## config.mk

```make
export PLATFORM = sky130hd
export DESIGN_NAME = fbci_host
export DESIGN_NICKNAME = d
export VERILOG_FILES = /design/src/fbci_pkg.sv /design/src/fbci_host.sv
export SDC_FILE = /design/constraint.sdc
export NUM_CORES = 1
export LEC_CHECK = 0
export BUFFER_PORTS_ARGS = -buffer_cell sky130_fd_sc_hd__buf_2
export CORE_ASPECT_RATIO = 1.25
export CORE_MARGIN = 5
export CORE_UTILIZATION = 54
export DETAILED_ROUTE_END_ITERATION = 16
export GPL_TIMING_DRIVEN = 0
export PLACE_DENSITY = 0.85
export SYNTH_ARGS = -nofsm -noshare
export SYNTH_HDL_FRONTEND = slang
export SYNTH_SLANG_ARGS = --single-unit
```

## constraint.sdc

```tcl
create_clock -name clk -period 5.8 [get_ports clk]
set_input_delay 1.16 -clock clk [delete_from_list [all_inputs] [get_ports clk]]
set_output_delay 1.16 -clock clk [all_outputs]
set_load 0.005 [all_outputs]
```

## src/fbci_pkg.sv

```systemverilog
/*
 * Constants and types for the host-side controller of a boot-block
 * flash part: command bytes, bus widths, strobe timing counts.
 * Assumes a 100 MHz system clock.
 */
`default_nettype none

package fbci_pkg;
    localparam int ADDR_W = 18;
    localparam int DATA_W = 16;
    localparam logic [7:0] CMD_ERASE_SETUP = 8'h20;
    localparam logic [7:0] CMD_ERASE_CONFIRM = 8'hD0;
    localparam logic [7:0] CMD_PROG_SETUP = 8'h40;
    localparam logic [7:0] CMD_READ_ARRAY = 8'hFF;
    localparam logic [7:0] CMD_IDENTIFY = 8'h90;
    localparam int CLK_PERIOD_NS = 10;
    localparam int STROBE_NS = 60;
    localparam int RECOVER_NS = 30;
    localparam int READ_NS = 80;
    localparam logic [3:0] STROBE_CYC =
        4'((STROBE_NS + CLK_PERIOD_NS - 1) / CLK_PERIOD_NS);
    localparam logic [3:0] RECOVER_CYC =
        4'((RECOVER_NS + CLK_PERIOD_NS - 1) / CLK_PERIOD_NS);
    localparam logic [3:0] READ_CYC =
        4'((READ_NS + CLK_PERIOD_NS - 1) / CLK_PERIOD_NS);

    typedef enum logic [2:0] {
        FBCI_OP_READ,
        FBCI_OP_PROGRAM,
        FBCI_OP_ERASE,
        FBCI_OP_READ_ARRAY,
        FBCI_OP_IDENTIFY
    } fbci_op_t;
endpackage

`default_nettype wire

```

## src/fbci_host.sv

```systemverilog
/*
 * Host-side controller driving the flash pins: chip select, output
 * enable, write strobe, width select, address and a split data bus.
 * Assumes the part samples on strobe edges; the program supply level is
 * raised by the controller itself on the data cycle, and no unlock pin is driven.
 */
`default_nettype none

// Summary of operation
// RULE1: erase is setup byte 20H then confirm D0H, supply at program level.
// RULE2: program is setup byte 40H then one data cycle with supply raised.
// RULE3: after program or erase, write FFH before expecting array data.
// RULE4: device shows identification on high-voltage line or identify command.
// RULE5: identification reads hold all other address lines low but bit zero.
// RULE6: device returns maker code at bit zero low, device code when high.
// RULE7: device code differs between top and bottom boot variants.
// RULE8: word width id reads drive upper byte; byte width floats it.
// RULE9: boot block changes only with reset high voltage or unlock high.
// RULE10: other blocks need only normal reset level and program supply.
// RULE11: byte-width data cycle uses bits 0-7 and bit-15 pin as address.
// RULE12: device internal engine completes operations without more strobes.
// RULE13: erase touches only the addressed block.
// RULE14: reset low clears status, floats outputs, enters power-down.
// RULE15: width select low makes bit-15 pin the low byte address.
// RULE16: command bytes go only on data bits 0 to 7.
// RULE17: chip select high floats data; select and output enable low reads.
// RULE18: host writes with select low, output enable high, strobe pulsed.
module fbci_host
(
    input wire logic clk,
    input wire logic sys_rst,
    input wire logic ce,
    input wire logic req_valid,
    output logic req_ready,
    input wire fbci_pkg::fbci_op_t req_op,
    input wire logic [fbci_pkg::ADDR_W-1:0] req_addr,
    input wire logic [fbci_pkg::DATA_W-1:0] req_wdata,
    input wire logic req_byte_mode,
    input wire logic req_byte_hi,
    output logic rsp_valid,
    output logic [fbci_pkg::DATA_W-1:0] rsp_rdata,
    output logic chip_sel_n,
    output logic out_en_n,
    output logic write_n,
    output logic width_word,
    output logic reset_powerdown_n,
    output logic program_supply_level,
    output logic id_line_high,
    output logic [fbci_pkg::ADDR_W-1:0] addr,
    input wire logic [fbci_pkg::DATA_W-1:0] dq_in,
    output logic [fbci_pkg::DATA_W-1:0] dq_out,
    output logic [fbci_pkg::DATA_W-1:0] dq_oe
);
    import fbci_pkg::*;

    typedef enum logic [2:0] {
        FBCI_IDLE,
        FBCI_WSTROBE,
        FBCI_WRECOVER,
        FBCI_RSTROBE,
        FBCI_DONE
    } fbci_state_t;

    fbci_state_t state, next_state;
    fbci_op_t op, next_op;
    logic second, next_second;
    logic [3:0] cnt, next_cnt;
    logic [ADDR_W-1:0] next_addr;
    logic [DATA_W-1:0] next_dq_out, next_dq_oe, next_rdata;
    logic next_width_word, next_vpp, next_id, next_rsp;
    logic next_cs_n, next_oe_n, next_we_n;
    logic [ADDR_W-1:0] a_q;
    logic [DATA_W-1:0] d_q;
    logic b_q, bh_q;

    // command bytes sit on the low lane only; upper lanes stay released
    function automatic logic [DATA_W-1:0] cmd_word(input logic [7:0] c);
        cmd_word = {8'h00, c}; // RULE16
    endfunction
    function automatic logic [DATA_W-1:0] read_oe(input logic bm);
        read_oe = bm ? 16'h8000 : 16'h0000; // RULE15
    endfunction

    assign req_ready = (state == FBCI_IDLE) && ce && !sys_rst;
    assign reset_powerdown_n = !sys_rst; // RULE14

    always_comb begin
        next_state = state;
        next_op = op;
        next_second = second;
        next_cnt = cnt;
        next_addr = addr;
        next_dq_out = dq_out;
        next_dq_oe = dq_oe;
        next_rdata = rsp_rdata;
        next_width_word = width_word;
        next_vpp = program_supply_level;
        next_id = id_line_high;
        next_rsp = 1'b0;
        next_cs_n = chip_sel_n;
        next_oe_n = out_en_n;
        next_we_n = write_n;
        case (state)
            FBCI_IDLE: begin
                if (req_valid) begin
                    next_op = req_op;
                    next_second = 1'b0;
                    next_width_word = !req_byte_mode;
                    next_cs_n = 1'b0; // RULE18
                    next_cnt = STROBE_CYC;
                    case (req_op)
                        FBCI_OP_READ: begin
                            next_addr = req_addr;
                            next_oe_n = 1'b0; // RULE17
                            next_dq_out = {req_byte_hi, 15'h0000}; // RULE15
                            next_dq_oe = read_oe(req_byte_mode);
                            next_cnt = READ_CYC;
                            next_state = FBCI_RSTROBE;
                        end
                        FBCI_OP_PROGRAM: begin
                            next_addr = req_addr;
                            next_dq_out = cmd_word(CMD_PROG_SETUP); // RULE2
                            next_dq_oe = {8'h00, 8'hFF};
                            next_we_n = 1'b0;
                            next_state = FBCI_WSTROBE;
                        end
                        FBCI_OP_ERASE: begin
                            next_addr = req_addr;
                            next_dq_out = cmd_word(CMD_ERASE_SETUP); // RULE1
                            next_dq_oe = {8'h00, 8'hFF};
                            next_we_n = 1'b0;
                            next_state = FBCI_WSTROBE;
                        end
                        default: begin
                            next_addr = req_addr;
                            next_dq_out = (req_op == FBCI_OP_IDENTIFY) ?
                                cmd_word(CMD_IDENTIFY) :
                                cmd_word(CMD_READ_ARRAY); // RULE3
                            next_dq_oe = {8'h00, 8'hFF};
                            next_we_n = 1'b0;
                            next_state = FBCI_WSTROBE;
                        end
                    endcase
                end
            end
            FBCI_WSTROBE: begin
                if (cnt > 4'h1) begin
                    next_cnt = cnt - 4'h1;
                end else begin
                    next_we_n = 1'b1;
                    next_cs_n = 1'b1;
                    next_cnt = RECOVER_CYC;
                    next_state = FBCI_WRECOVER;
                end
            end
            FBCI_WRECOVER: begin
                if (cnt > 4'h1) begin
                    next_cnt = cnt - 4'h1;
                end else if (!second && (op == FBCI_OP_PROGRAM ||
                                         op == FBCI_OP_ERASE)) begin
                    next_second = 1'b1;
                    next_vpp = 1'b1; // RULE1 RULE2
                    next_cs_n = 1'b0;
                    next_we_n = 1'b0;
                    next_cnt = STROBE_CYC;
                    next_state = FBCI_WSTROBE;
                    if (op == FBCI_OP_ERASE) begin
                        next_dq_out = cmd_word(CMD_ERASE_CONFIRM); // RULE1
                    end else if (b_q) begin
                        // RULE11 RULE15
                        next_dq_out = {bh_q, 7'h00, d_q[7:0]};
                        next_dq_oe = {1'b1, 7'h00, 8'hFF};
                    end else begin
                        next_dq_out = d_q;
                        next_dq_oe = '1;
                    end
                end else if (!second && op == FBCI_OP_IDENTIFY) begin
                    next_second = 1'b1;
                    next_id = 1'b1; // RULE4
                    next_dq_out = {bh_q, 15'h0000};
                    next_dq_oe = read_oe(b_q);
                    next_cs_n = 1'b0;
                    next_oe_n = 1'b0;
                    next_addr = {17'h00000, a_q[0]}; // RULE5
                    next_cnt = READ_CYC;
                    next_state = FBCI_RSTROBE;
                end else begin
                    next_dq_oe = '0;
                    next_vpp = 1'b0;
                    next_rsp = 1'b1;
                    next_state = FBCI_IDLE;
                end
            end
            FBCI_RSTROBE: begin
                if (cnt > 4'h1) begin
                    next_cnt = cnt - 4'h1;
                end else begin
                    // RULE8: upper lane is ignored in byte width
                    next_rdata = width_word ? dq_in : {8'h00, dq_in[7:0]};
                    next_cs_n = 1'b1;
                    next_oe_n = 1'b1;
                    next_id = 1'b0;
                    next_dq_oe = '0;
                    next_rsp = 1'b1;
                    next_state = FBCI_DONE;
                end
            end
            default: begin
                next_state = FBCI_IDLE;
            end
        endcase
    end

    always_ff @(posedge clk) begin
        if (sys_rst) begin
            state <= FBCI_IDLE;
            op <= FBCI_OP_READ;
            second <= 1'b0;
            cnt <= 4'h0;
            addr <= '0;
            dq_out <= '0;
            dq_oe <= '0;
            rsp_rdata <= '0;
            width_word <= 1'b1;
            program_supply_level <= 1'b0;
            id_line_high <= 1'b0;
            rsp_valid <= 1'b0;
            chip_sel_n <= 1'b1;
            out_en_n <= 1'b1;
            write_n <= 1'b1;
            a_q <= '0;
            d_q <= '0;
            b_q <= 1'b0;
            bh_q <= 1'b0;
        end else if (ce) begin
            state <= next_state;
            op <= next_op;
            second <= next_second;
            cnt <= next_cnt;
            addr <= next_addr;
            dq_out <= next_dq_out;
            dq_oe <= next_dq_oe;
            rsp_rdata <= next_rdata;
            width_word <= next_width_word;
            program_supply_level <= next_vpp;
            id_line_high <= next_id;
            rsp_valid <= next_rsp;
            chip_sel_n <= next_cs_n;
            out_en_n <= next_oe_n;
            write_n <= next_we_n;
            if (req_ready && req_valid) begin
                a_q <= req_addr;
                d_q <= req_wdata;
                b_q <= req_byte_mode;
                bh_q <= req_byte_hi;
            end
        end
    end

    a_strobe_excl: assert property (@(posedge clk) disable iff (sys_rst)
        !write_n |-> out_en_n && !chip_sel_n) // RULE18
        else $error("write strobe with output enable or no select");
    a_read_float: assert property (@(posedge clk) disable iff (sys_rst)
        !out_en_n |-> dq_oe == read_oe(!width_word)) // RULE17
        else $error("host drives data during read");
    a_cmd_lane: assert property (@(posedge clk) disable iff (sys_rst)
        (!write_n && !second) |-> dq_oe[15:8] == 8'h00) // RULE16
        else $error("command on upper lanes");
    a_erase_conf: assert property (@(posedge clk) disable iff (sys_rst)
        (!write_n && second && op == FBCI_OP_ERASE) |->
        dq_out[7:0] == CMD_ERASE_CONFIRM && program_supply_level) // RULE1
        else $error("bad erase confirm");
    a_prog_setup: assert property (@(posedge clk) disable iff (sys_rst)
        (!write_n && !second && op == FBCI_OP_PROGRAM) |->
        dq_out[7:0] == CMD_PROG_SETUP) // RULE2
        else $error("bad program setup");
    a_vpp_second: assert property (@(posedge clk) disable iff (sys_rst)
        (!write_n && second) |-> program_supply_level) // RULE2
        else $error("data cycle without program supply");
    a_read_array: assert property (@(posedge clk) disable iff (sys_rst)
        (!write_n && op == FBCI_OP_READ_ARRAY) |->
        dq_out[7:0] == CMD_READ_ARRAY) // RULE3
        else $error("bad read array byte");
    a_id_addr: assert property (@(posedge clk) disable iff (sys_rst)
        id_line_high |-> addr[ADDR_W-1:1] == '0) // RULE5
        else $error("id read with high address lines");
    a_byte_lane: assert property (@(posedge clk) disable iff (sys_rst)
        (!write_n && second && !width_word) |->
        dq_oe[14:8] == 7'h00) // RULE11
        else $error("byte cycle drives middle lanes");
    c_erase: cover property (@(posedge clk)
        !write_n && second && op == FBCI_OP_ERASE);
    c_prog: cover property (@(posedge clk)
        !write_n && second && op == FBCI_OP_PROGRAM);
    c_id: cover property (@(posedge clk) id_line_high && !out_en_n);
    c_read: cover property (@(posedge clk) rsp_valid && op == FBCI_OP_READ);
endmodule

`default_nettype wire

```

==> impl_metrics.tcl <==
set metrics [dict create \
    place_ws_ns 2.31 \
    ys_async_sr_fraction_pct 0 \
    crit_required_ns 4.64 \
    overflow 0 \
    fin_total_pwr_mw 1.37 \
    finalHoldViolCount 0 \
    crit_arrival_ns 2.37 \
    ys_warn_count 0 \
    firstDrtPassIters 6 \
    synth-seq-cells 90 \
    die_y_um 106 \
    syn-num-nets 562 \
    cp_num_buf_inv 4 \
    dpl.hpwl_um 8970 \
    cp_common_cell "clkbuf_1" \
    syn_area_um2 4020 \
    hold_slack_ns 0.460 \
    synthFlopType "dfxtp_1" \
    drt_iter0_markers 361 \
    vias 4238 \
    via_per_inst 5.73 \
    leakagePower_nw 2.13 \
    rsz0062_at_grt "false" \
    synthCells 501 \
    n_antenna_cell 0 \
    crit_family "buffers and inverters" \
    htree_levels 3 \
    period_minus_slack_ns 3.53 \
    antenna_left 0 \
    synth-edff-count 0 \
    drive_above_1_share_pct 27.7 \
    fp-row-count 35 \
    fin_setup_tns_ns 0 \
    finalNetCount 704 \
    finalSetupViolations 0 \
    powerDensity_nw_per_um2 275 \
    skew_ns 0.0101 \
    seq_area_frac_synth_pct 44.8 \
    finalWirelength_um 12100 \
    worst_path_largest_cell_delay_ns 0.42 \
    fmax_ghz 0.283 \
    critical_path_cell_count 5 \
    cp_slowest_cell "clkbuf_1" \
    end_kind "output pin" \
    max_slew_margin_pct 33.2 \
    report.final.slew_viol_count 0 \
    io_pins 134 \
    cp-start-kind "input port" \
    route.detailed.drc 0 \
    antenna_found_initial 0 \
    final.period_utilization_pct 60.9 \
    fin_ws_ns 2.27 \
    cts.path.max_buffers 2 \
    synthDistinctLibCells 59 \
    syn_area_per_cell_um2 8.03 \
    rr_worst_depth 6 \
    hold_depth 2 \
    path_max_fanout 10 \
    cts_setup_buffers 0 \
    clk_latency_ns 0.36 \
    path_clk_slew_ns 0.09 \
    gp_congestion 0.906 \
    cts_num_sinks 90 \
    grt_pass1_vias 4127 \
    critPathKind "input port to output pin" \
    worstMarginPinSlew_ns 0.993 \
    grt_use_total_pct 26.3 \
    grt_first_pass_wirelength_um 19600 \
    core-area_um2 7310 \
    cts-resized-gates 0 \
    port_buffers 131 \
    routedWlPerCell_um 16.4 \
    ir_drop_mv 0.198 \
    cap_violations 0 \
    worstHoldPathType "register to register" \
    cts_root_buf "clkbuf_8" \
    grt_max_degree 16 \
    numCtsBuffers 9 \
    path_cells "clkbuf_1 -> inv_1 -> clkbuf_1 -> and3_1 -> buf_2" \
    hold_buffers 0 \
    dieArea_um2 9290 \
    start_util_pct 55.0 \
    die_w_um 87.2 \
    syn_to_final_growth_pct 24.2 \
    cts_tree "yes" \
    outcome "completed" \
]
==> cell type report <==
class                   count  area [um^2]
plain buffers              50          264
clock buffers              10          138
fillers                   619         2320
well taps                  92          115
repair buffers            131          656
inverters                   6         22.5
flip-flops and latches     90         1800
clock inverters             5         63.8
multi-input cells         355         1930
==> synth_stat cells, types with 2 or more instances <==
cell type	n	area, um^2
a211oi_1	3	22.5
a21o_1	3	22.5
a21oi_1	74	370
a311oi_1	3	26.3
a31oi_1	3	18.8
and2_1	2	12.5
and3_1	2	12.5
buf_2	7	35.0
buf_4	14	105
buf_6	2	22.5
clkbuf_1	27	101
dfxtp_1	90	1800
ha_1	2	25.0
inv_1	5	18.8
mux2i_1	4	40.0
nand2_1	89	334
nand2b_1	20	125
nand3_1	36	180
nor2_1	25	93.8
nor2b_1	6	37.5
nor3_1	7	35.0
nor3b_1	2	15.0
nor3b_2	2	25.0
nor4_1	2	12.5
o2111ai_1	2	17.5
o211ai_1	4	30.0
o21a_1	2	15.0
o21ai_0	24	120
o311ai_0	4	35.0
o31a_1	2	17.5
o31ai_1	2	15.0
or2_1	2	12.5
or3_1	2	12.5
xor2_1	2	17.5
==> metrics by stage <==
stage / cell area [um^2] / util (%) / cells
2_1_floorplan: 4020 / - / 501
3_3_place_gp: 4790 / 65.5 / 724
3_5_place_dp: 4790 / 65.5 / 724
4_1_cts: 4990 / 68.3 / 739
5_1_grt: 4990 / 68.3 / 739
6_report: 4990 / 68.3 / 739
==> metal layers <==
metal  part of all wire [%]  global-route usage [%]  up-vias
met5                      0                       0        -
met1                     39                    30.9     1962
met3                    7.5                    5.81       48
li1                       -                       -     2016
met4                    3.7                    11.3        0
met2                     50                    45.3      212
==> cells by family (layout without fill, tap and decap cells) <==
group / count (synthesis) / in the layout / share of synthesized area [%]
flip-flops: 90 / 90 / 44.8
adder cells (fa/ha/maj): 2 / 2 / 0.622
AO/OA/AOI/OAI: 139 / 139 / 20.9
XOR/XNOR: 3 / 3 / 0.653
multiplexers: 4 / 4 / 0.995
buffers and inverters: 56 / 202 / 7.12
AND/OR/NAND/NOR: 207 / 207 / 24.9
==> worst paths after layout <==
check / startpoint / endpoint / slack [ns]
max: sys_rst / req_ready / 2.27
min: rsp_rdata[15] / rsp_rdata[15] / 0.46
min reg2reg: rsp_rdata[15] / rsp_rdata[15] / 0.46
max reg2reg: state[1] / dq_out[13] / 3.35
==> report_power, final <==
part	switching (mW)	internal [mW]	leakage [nW]	total, mW
logic	0.154	0.101	1.31	0.255
clock network	0.232	0.212	0.0925	0.444
registers	0.0220	0.652	0.733	0.673
==> layout by cell type (no fill, tap or decap), types with 5 or more instances in the layout <==
cell,count
buf_4,14
nor2_1,25
clkbuf_1,27
dfxtp_1,90
o21ai_0,24
clkbuf_8,10
nor2b_1,6
nor3_1,7
inv_1,5
nand3_1,36
nand2b_1,20
a21oi_1,74
nand2_1,89
buf_2,138
==> registers in the layout, summed over array words and instances, names as in the netlist, 3 cells and up <==
| signal | count |
|---|---|
| state | 3 |
| addr | 18 |
| d_q | 16 |
| dq_out | 16 |
| rsp_rdata | 16 |
| dq_oe | 3 |
| op | 3 |
| cnt | 4 |
==> worst register-to-register path, cell delays in order (launching register included) <==
cell and delay (ns):
dfxtp_1 0.31, clkbuf_1 0.32, nor3b_2 0.52, nand3_1 0.35
nor4_2 0.59, nand3_1 0.19, o21ai_0 0.11
Note: power is estimated with default switching activity, not from simulation.
